## src/common/pou_pkg.sv

```systemverilog
// constants for the pattern output data path
// assumes 32-bit apb data, byte-wide registers in the low bits of each word
package pou_pkg;
   // printed offsets are not multiples of four: these are indices, byte address is 4x
   localparam logic [19:0] idx_high_direction = 20'hee00a;
   localparam logic [19:0] idx_low_direction = 20'hee009;
   localparam logic [19:0] idx_low_output = 20'hfffd9;
   localparam logic [19:0] idx_high_output = 20'hfffda;
   localparam logic [19:0] idx_trigger_select = 20'hfffa1;
   localparam logic [19:0] idx_high_enable = 20'hfffa2;
   localparam logic [19:0] idx_low_enable = 20'hfffa3;
   localparam logic [19:0] idx_next_high = 20'hfffa4;
   localparam logic [19:0] idx_next_low = 20'hfffa5;
   localparam logic [19:0] idx_next_group2 = 20'hfffa6;
   localparam logic [19:0] idx_next_group0 = 20'hfffa7;
   localparam int addr_w = 22;
   localparam logic [7:0] rst_zero = 8'h00;
   localparam logic [7:0] rst_trigger = 8'hff;
   localparam logic [3:0] reserved_nib = 4'hf;
   localparam logic [1:0] sel_ch0 = 2'h0;
   localparam logic [1:0] sel_ch1 = 2'h1;
   typedef struct packed {
      logic [7:0] low_direction;
      logic [7:0] high_direction;
      logic [7:0] low_output;
      logic [7:0] high_output;
      logic [7:0] low_enable;
      logic [7:0] high_enable;
      logic [7:0] next_low;
      logic [7:0] next_high;
      logic [7:0] trigger_select;
      logic [31:0] rdata;
   } pou_state_type;
endpackage

```

## src/logic/pou_data_path.sv

```systemverilog
// pattern output data path: sixteen pattern outputs over two byte ports
// assumes an apb master on core_clk and compare-match pulses from same clock
// Operation
// write-only low port direction register
// software sets direction for pattern pins
// outputs 7..0 low port, 15..8 high
// low port data, enabled bits read-only
// high port data, enabled bits read-only
// low group match copies next data
// high group match copies next data
// next data cleared on reset, standby
// shared trigger: low next byte at a5
// shared trigger: a7 reserved, reads ones
// split trigger: group0 nibble at a7
// shared trigger: high byte a4, a6 reserved
// split trigger: group2 nibble at a6
// low enable bit gates each copy
// low enable register rw, cleared reset
// high enable bit gates each copy
// two-bit select per group, reset ch2
// copy in the cycle of the match
`timescale 1ns/100ps
`default_nettype none
module pou_data_path
(
   input wire logic core_clk,
   input wire logic nrst,
   input wire logic hw_standby,
   input wire logic [2:0] compare_match,
   input wire logic psel,
   input wire logic penable,
   input wire logic pwrite,
   input wire logic [pou_pkg::addr_w-1:0] paddr,
   input wire logic [31:0] pwdata,
   output logic [31:0] prdata,
   output logic pready,
   output logic pslverr,
   input wire logic [7:0] low_pin_in,
   input wire logic [7:0] high_pin_in,
   output logic [7:0] low_pin_out,
   output logic [7:0] low_pin_oe_n,
   output logic [7:0] high_pin_out,
   output logic [7:0] high_pin_oe_n
);
   import pou_pkg::*;

   // register map; index times four gives the byte address
   // low_port_direction ee009: write only, reads as zero
   // high_port_direction ee00a: write only, reads as zero
   // low_port_output fffd9: pins 7..0, enabled bits locked
   // high_port_output fffda: pins 15..8, enabled bits locked
   // trigger_select_reg fffa1: two bits per group, reset ff
   // high_transfer_enable fffa2: one bit per pin 15..8
   // low_transfer_enable fffa3: one bit per pin 7..0
   // next_pattern_high fffa4: whole byte, or group 3 when split
   // next_pattern_low fffa5: whole byte, or group 1 when split
   // next_pattern_group2_split fffa6: group 2 nibble when split
   // next_pattern_group0_split fffa7: group 0 nibble when split
   // unused nibbles and unused split bytes read as ones
   // output mode register not built: its index gets an error

   // behaviour that software must know
   // a trigger change moves the next-data layout at once,
   //    so rewrite next data after changing the trigger
   // a port write and a match in one cycle: the match wins
   // shared or split is a bit-for-bit test of the two fields,
   //    so codes 10 and 11 count as different triggers
   // enabled bits of a group all move on the same edge
   // enable bit clear: that pin keeps its value on a match
   // direction bit must be one for the pattern to leave the pin
   // hardware standby clears like reset and beats the bus
   // software standby needs nothing: the clock stops and
   //    every register keeps its value
   // bytes sit in pwdata[7:0]; upper bits written are dropped
   // no wait states: pready is held high
   // read data captured in the setup cycle, stands through
   //    the access phase, zero otherwise
   // transfer sources: ch0, ch1, ch2 match pulses, one cycle each
   // select codes: 00 ch0, 01 ch1, 10 and 11 ch2
   // reset values all zero except the select, which picks ch2
   //    so after reset both halves start in the shared layout
   // port read of an input pin lags the pad by three to four clocks
   // port read of an output pin gives the port data, not the pad

   // state and its next value
   pou_state_type s_reg;
   pou_state_type s_next;
   // bus decode
   logic [19:0] idx;
   logic wr;
   logic rd;
   logic hit;
   // trigger decode
   logic [3:0] fire;
   logic [1:0] low_same;
   logic [1:0] high_same;
   // pin input synchronisers and filtered levels
   logic [7:0] low_sync_a_reg;
   logic [7:0] low_sync_b_reg;
   logic [7:0] low_sync_c_reg;
   logic [7:0] high_sync_a_reg;
   logic [7:0] high_sync_b_reg;
   logic [7:0] high_sync_c_reg;
   logic [7:0] low_in_reg;
   logic [7:0] high_in_reg;

   // register index from byte address, word aligned
   assign idx = paddr[21:2];
   // writes act at the access edge
   assign wr = psel && penable && pwrite;
   // reads captured at the setup edge so data stands at the access edge
   assign rd = psel && !penable && !pwrite;
   assign pready = 1'b1;
   assign prdata = s_reg.rdata;
   // mapped indices; anything else answers with an error
   assign hit = (idx == idx_low_direction) ||
                (idx == idx_high_direction) ||
                (idx == idx_low_output) ||
                (idx == idx_high_output) ||
                (idx == idx_trigger_select) ||
                (idx == idx_high_enable) ||
                (idx == idx_low_enable) ||
                (idx == idx_next_high) ||
                (idx == idx_next_low) ||
                (idx == idx_next_group2) ||
                (idx == idx_next_group0);
   assign pslverr = psel && penable && !hit;

   // per-group trigger decode; codes 10 and 11 both pick channel 2
   // no pulse stretching: a match held high copies again each cycle
   // groups are independent; one pulse may fire all four
   genvar g;
   generate
      for (g = 0; g < 4; g = g + 1)
      begin : grp
         logic [1:0] sel;
         assign sel = s_reg.trigger_select[2*g+1:2*g];
         assign fire[g] = (sel == sel_ch0) ? compare_match[0] :
                          (sel == sel_ch1) ? compare_match[1] :
                          compare_match[2];
      end
   endgenerate

   // shared trigger decides the next-data address layout
   // bit 1 of each flag is spare and stays zero
   assign low_same = {1'b0, s_reg.trigger_select[3:2] == s_reg.trigger_select[1:0]};
   assign high_same = {1'b0, s_reg.trigger_select[7:6] == s_reg.trigger_select[5:4]};

   // pins: driven low-active enable from direction bits
   // straight from flops, so the pad never sees a glitch
   // reset leaves every pin released
   assign low_pin_out = s_reg.low_output;
   assign high_pin_out = s_reg.high_output;
   assign low_pin_oe_n = ~s_reg.low_direction;
   assign high_pin_oe_n = ~s_reg.high_direction;

   // pin reads pass three flops; value changes once last two agree
   // first flop may go metastable; only the second reads it
   // agreement of two flops also drops a one-cycle glitch
   // no reset on the chain: it flushes itself in three clocks
   // filtered level only feeds port reads of input pins
   always_ff @(posedge core_clk)
   begin
      low_sync_a_reg <= low_pin_in;
      low_sync_b_reg <= low_sync_a_reg;
      low_sync_c_reg <= low_sync_b_reg;
      high_sync_a_reg <= high_pin_in;
      high_sync_b_reg <= high_sync_a_reg;
      high_sync_c_reg <= high_sync_b_reg;
      if (!nrst)
      begin
         low_in_reg <= rst_zero;
         high_in_reg <= rst_zero;
      end
      else
      begin
         low_in_reg <= (low_sync_b_reg & low_sync_c_reg) |
                       (low_in_reg & (low_sync_b_reg | low_sync_c_reg));
         high_in_reg <= (high_sync_b_reg & high_sync_c_reg) |
                        (high_in_reg & (high_sync_b_reg | high_sync_c_reg));
      end
   end

   // register writes, transfers and read capture, all from the old state
   always_comb
   begin
      logic [7:0] wb;
      logic [7:0] lo_mask;
      logic [7:0] hi_mask;
      wb = pwdata[7:0];
      s_next = s_reg;
      // transfer masks: group fired and bit enabled
      lo_mask = {{4{fire[1]}}, {4{fire[0]}}} & s_reg.low_enable;
      hi_mask = {{4{fire[3]}}, {4{fire[2]}}} & s_reg.high_enable;
      // software writes first; enabled bits ignore them
      if (wr)
      begin
         case (idx)
            // direction: written only, never read back
            idx_low_direction:
            begin
               s_next.low_direction = wb;
            end
            idx_high_direction:
            begin
               s_next.high_direction = wb;
            end
            // port data: bits owned by the transfer keep their value
            idx_low_output:
            begin
               s_next.low_output = (wb & ~s_reg.low_enable) |
                                   (s_reg.low_output & s_reg.low_enable);
            end
            idx_high_output:
            begin
               s_next.high_output = (wb & ~s_reg.high_enable) |
                                    (s_reg.high_output & s_reg.high_enable);
            end
            // new trigger moves the next-data layout from the next cycle
            idx_trigger_select:
            begin
               s_next.trigger_select = wb;
            end
            // enables: a bit set hands its pin to the transfer
            idx_high_enable:
            begin
               s_next.high_enable = wb;
            end
            idx_low_enable:
            begin
               s_next.low_enable = wb;
            end
            // high next data: whole byte shared, group 3 only when split
            idx_next_high:
            begin
               if (high_same[0])
               begin
                  s_next.next_high = wb;
               end
               else
               begin
                  s_next.next_high[7:4] = wb[7:4];
               end
            end
            // low next data: whole byte shared, group 1 only when split
            idx_next_low:
            begin
               if (low_same[0])
               begin
                  s_next.next_low = wb;
               end
               else
               begin
                  s_next.next_low[7:4] = wb[7:4];
               end
            end
            // split bytes: writes ignored while the groups share a trigger
            idx_next_group2:
            begin
               if (!high_same[0])
               begin
                  s_next.next_high[3:0] = wb[3:0];
               end
            end
            idx_next_group0:
            begin
               if (!low_same[0])
               begin
                  s_next.next_low[3:0] = wb[3:0];
               end
            end
            // unmapped index: nothing changes, error on the bus
            default:
            begin
               s_next.rdata = s_reg.rdata;
            end
         endcase
      end
      // transfer in the match cycle; enabled bits of a group move together
      // applied after the write, so a match beats a port write
      s_next.low_output = (s_next.low_output & ~lo_mask) |
                          (s_reg.next_low & lo_mask);
      s_next.high_output = (s_next.high_output & ~hi_mask) |
                           (s_reg.next_high & hi_mask);
      // read data captured in setup; direction is write-only, reads zero
      s_next.rdata = 32'h0000_0000;
      if (rd)
      begin
         case (idx)
            // port read: output pins give port data, inputs the pin
            idx_low_output:
            begin
               s_next.rdata[7:0] = (s_reg.low_output & s_reg.low_direction) |
                                   (low_in_reg & ~s_reg.low_direction);
            end
            idx_high_output:
            begin
               s_next.rdata[7:0] = (s_reg.high_output & s_reg.high_direction) |
                                   (high_in_reg & ~s_reg.high_direction);
            end
            // control registers read back as written
            idx_trigger_select:
            begin
               s_next.rdata[7:0] = s_reg.trigger_select;
            end
            idx_high_enable:
            begin
               s_next.rdata[7:0] = s_reg.high_enable;
            end
            idx_low_enable:
            begin
               s_next.rdata[7:0] = s_reg.low_enable;
            end
            // next data: spare nibble of a split layout reads ones
            idx_next_high:
            begin
               s_next.rdata[7:0] = high_same[0] ? s_reg.next_high :
                                   {s_reg.next_high[7:4], reserved_nib};
            end
            idx_next_low:
            begin
               s_next.rdata[7:0] = low_same[0] ? s_reg.next_low :
                                   {s_reg.next_low[7:4], reserved_nib};
            end
            // split bytes read all ones while the trigger is shared
            idx_next_group2:
            begin
               s_next.rdata[7:0] = high_same[0] ? {reserved_nib, reserved_nib} :
                                   {reserved_nib, s_reg.next_high[3:0]};
            end
            idx_next_group0:
            begin
               s_next.rdata[7:0] = low_same[0] ? {reserved_nib, reserved_nib} :
                                   {reserved_nib, s_reg.next_low[3:0]};
            end
            // unmapped and write-only indices read zero
            default:
            begin
               s_next.rdata[7:0] = rst_zero;
            end
         endcase
      end
   end

   // reset and hardware standby clear; software standby needs no action
   // standby is a level: registers stay cleared while it is high
   // a bus write in a standby cycle is lost on purpose
   // select resets to all ones, so both halves start shared
   always_ff @(posedge core_clk)
   begin
      if (!nrst || hw_standby)
      begin
         s_reg.low_direction <= rst_zero;
         s_reg.high_direction <= rst_zero;
         s_reg.low_output <= rst_zero;
         s_reg.high_output <= rst_zero;
         s_reg.low_enable <= rst_zero;
         s_reg.high_enable <= rst_zero;
         s_reg.next_low <= rst_zero;
         s_reg.next_high <= rst_zero;
         s_reg.trigger_select <= rst_trigger;
         s_reg.rdata <= 32'h0000_0000;
      end
      else
      begin
         s_reg <= s_next;
      end
   end
endmodule
`default_nettype wire

```

## config.mk

```make
export PLATFORM = sky130hd
export DESIGN_NAME = pou_data_path
export DESIGN_NICKNAME = d
export VERILOG_FILES = /design/src/common/pou_pkg.sv /design/src/logic/pou_data_path.sv
export SDC_FILE = /design/constraint.sdc
export NUM_CORES = 1
export LEC_CHECK = 0
export ABC_AREA = 1
export CAP_MARGIN = 5
export CORE_AREA = 2 2 143 110
export CTS_CLUSTER_SIZE = 24
export DETAILED_ROUTE_END_ITERATION = 10
export DIE_AREA = 0 0 145 112
export DONT_BUFFER_PORTS = 1
export GPL_TIMING_DRIVEN = 0
export PLACE_DENSITY_LB_ADDON = 0.12
export SYNTH_ARGS = -nofsm -noshare
export SYNTH_HDL_FRONTEND = slang
export SYNTH_SLANG_ARGS = --single-unit
```

## constraint.sdc

```tcl
create_clock -name core_clk -period 1.5 [get_ports core_clk]
set_clock_uncertainty 0.1 [all_clocks]
set_input_delay 0.3 -clock core_clk [delete_from_list [all_inputs] [get_ports core_clk]]
set_output_delay 0.3 -clock core_clk [all_outputs]
set_load 0.02 [all_outputs]
```

==> flow_metrics.tcl <==
set metrics [dict create \
    vdd_drop_max_mv 0.809 \
    dp_hpwl_mm 14.6 \
    stdcell_count 1228 \
    synth_common_cells "181 x nand2_1, 144 x dfxtp_1, 108 x nor2_1" \
    tns_ns -0.289 \
    cts_tree "done" \
    die_w_um 145 \
    synth_cells 927 \
    hold_depth 4 \
    cp_num_buf_inv 1 \
    slowest_delay_ns 0.16 \
    path_clk_slew_ns 0.06 \
    drv_cap 0 \
    clock_sinks 144 \
    max_freq_ghz 0.621 \
    cts_buffers 17 \
    viasPerCell 5.17 \
    crit_type "in2out" \
    antenna_cells 0 \
    end_kind "output pin" \
    grt_max_degree 17 \
    core_area_mm2 0.0149 \
    drt_iter0_drc 567 \
    stdcell_area_mm2 0.00849 \
    setup_viol 5 \
    area_growth_pct 28.5 \
    yosys.cell_count.top_type "nand2_1" \
    dr.pass1.iters 5 \
    ys_types 30 \
    grt_overflow 0 \
    yosysWarnings 0 \
    critPathSlowestCell "nor2_8" \
    port_buffers 0 \
    syn-cell-area_mm2 0.00660 \
    tightest_slew_ns 0.639 \
    num_rows 39 \
    cp.depth 10 \
    cp.arrival_ns 1.21 \
    fin_crit_ns 1.61 \
    grt_pass1_vias 5639 \
    drive_gt1_share_pct 24.4 \
    p_per_area_mw_per_mm2 1000 \
    final_hold_viol_count 0 \
    critPathMaxFanout 5 \
    ys_seq_area_share_pct 43.7 \
    synth-seq-cells 144 \
    die_h_um 112 \
    power.leakage_nw 3.84 \
    antenna_left 0 \
    synth_top_area_share_pct 43.7 \
    routabilityCongestion 0.952 \
    clk_latency_ns 0.43 \
    hold_class "in2reg" \
    wl_per_cell_um 16.7 \
    timing.final.crit_share_pct 107 \
    ios 145 \
    synth_flop_cell "dfxtp_1" \
    path_cells "nand2_4 -> nor2_4 -> nand2_4 -> buf_12 -> nor2_8 -> nand2_8 -> nand2_4 -> nor2_4 -> nand3_4 -> nor2_4" \
    postLayoutCoreUtil_pct 57.0 \
    synth_area_leaders "dfxtp_1 44%, nand2_1 10%, nand3_1 8.0%, nor2_1 6.1%, buf_4 5.9%" \
    syn_avg_cell_area_um2 7.12 \
    drc_errors 0 \
    synth-edff-count 0 \
    grt_usage_pct 25.4 \
    cts_root_buf "clkbuf_16" \
    synth.largest_area_cell "dfxtp_1" \
    setup_ws_ns -0.110 \
    die_area_mm2 0.0162 \
    path_delay_family "simple AND/OR/NAND/NOR gates" \
    setup.worst_path.start_class "primary input" \
    num_vias 6347 \
    critPathRequiredTime_ns 1.10 \
    grt_setup_unrepaired "yes" \
    dpl_cell_area_mm2 0.00705 \
    async_flop_share_pct 0 \
    dpl.cell_count 1155 \
    fin_nets 1089 \
    relSlewSlack_pct 57.4 \
    fill_cells 1425 \
    ctsHtreeMaxLevel 4 \
    ff2ff_path_depth 8 \
    violations "negative setup slack" \
    initial_core_util_pct 44.4 \
    outcome "complete, but fails checks" \
    cts.path.max_buffers 2 \
    antenna_found_initial 0 \
    routed_wl_mm 20.5 \
    drv_slew 0 \
    dp_slack_ns -0.502 \
    grt_pass1_wl_mm 31.5 \
]
[where the power goes]
group | switching (mW) | total [mW] | internal, mW
Combinational | 0.341 | 0.523 | 0.182
Sequential | 0.0414 | 3.95 | 3.90
Clock | 1.69 | 4.02 | 2.33
Total | 2.07 | 8.49 | 6.42
[area by class of cell]
class / instances / area [µm²] / share of cell area [%]
buffer: 76 / 514 / 6.06
multi-input combinational: 623 / 3440 / 40.5
clock inverter: 11 / 106 / 1.25
timing repair buffer: 41 / 369 / 4.35
sequential: 144 / 2910 / 34.3
inverter: 107 / 442 / 5.20
tap: 205 / 256 / 3.02
clock buffer: 21 / 450 / 5.31
[kinds of logic (layout without fill, tap and decap cells)]
group	Yosys count	count (layout)	synth area share, %
DFF	144	144	43.7
buffers and inverters	183	256	13.6
other	2	25	0.114
AOI/OAI and AO/OA	140	140	10.8
and+or+nand+nor	457	457	31.7
xor gates and xnor gates	1	1	0.133
[worst min-delay path, cell delays in order]
cell     delay, ns
nand4_1       0.06
nand3_1       0.07
nand2_1       0.05
inv_1         0.03
[final timing paths]
kind	startpoint	endpoint	slack, ns
worst max-delay path	paddr[11]	pslverr	-0.11
worst min-delay path	pwdata[1]	flop	0.04
worst max register to register	grp[2].sel[1]	prdata[0]	-0.07
worst min register to register	high_sync_a_reg[2]	high_sync_b_reg[2]	0.23
[placed cells by master, fill, tap and decap left out, drive strengths merged, types with 18 or more instances in the layout]
| master | count |
|---|---|
| clkbuf | 38 |
| buf | 82 |
| conb | 25 |
| o21ai | 86 |
| dfxtp | 144 |
| nor2 | 116 |
| nand2 | 191 |
| nand3 | 112 |
| inv | 109 |
| a21oi | 50 |
| dlygate4sd3 | 18 |
| nand4 | 23 |
[metrics by stage]
stage	hold WS (ns)	power, mW
global route	0.0447	8.79
floorplan	0.210	4.36
detailed placement	0.212	4.47
CTS	0.0252	8.53
finish	0.0369	8.49
global placement	0.210	4.47
[what timing repair did]
action	in CTS	in global routing
pin swaps	12	46
endpoints found under the hold margin	29	0
endpoints found under the setup margin	34	41
setup buffers	3	20
hold buffers	18	0
gates resized for setup	49	97
[routing by layer]
metal  GRT usage, %  vias up  routed length (µm)
met4           7.99        0                 387
met5              0        -                   0
met1           36.1     2954                9760
met3           6.48       31                1600
li1               -     3113                   -
met2           37.8      249                8780
Note: power is estimated with default switching activity, not from simulation.
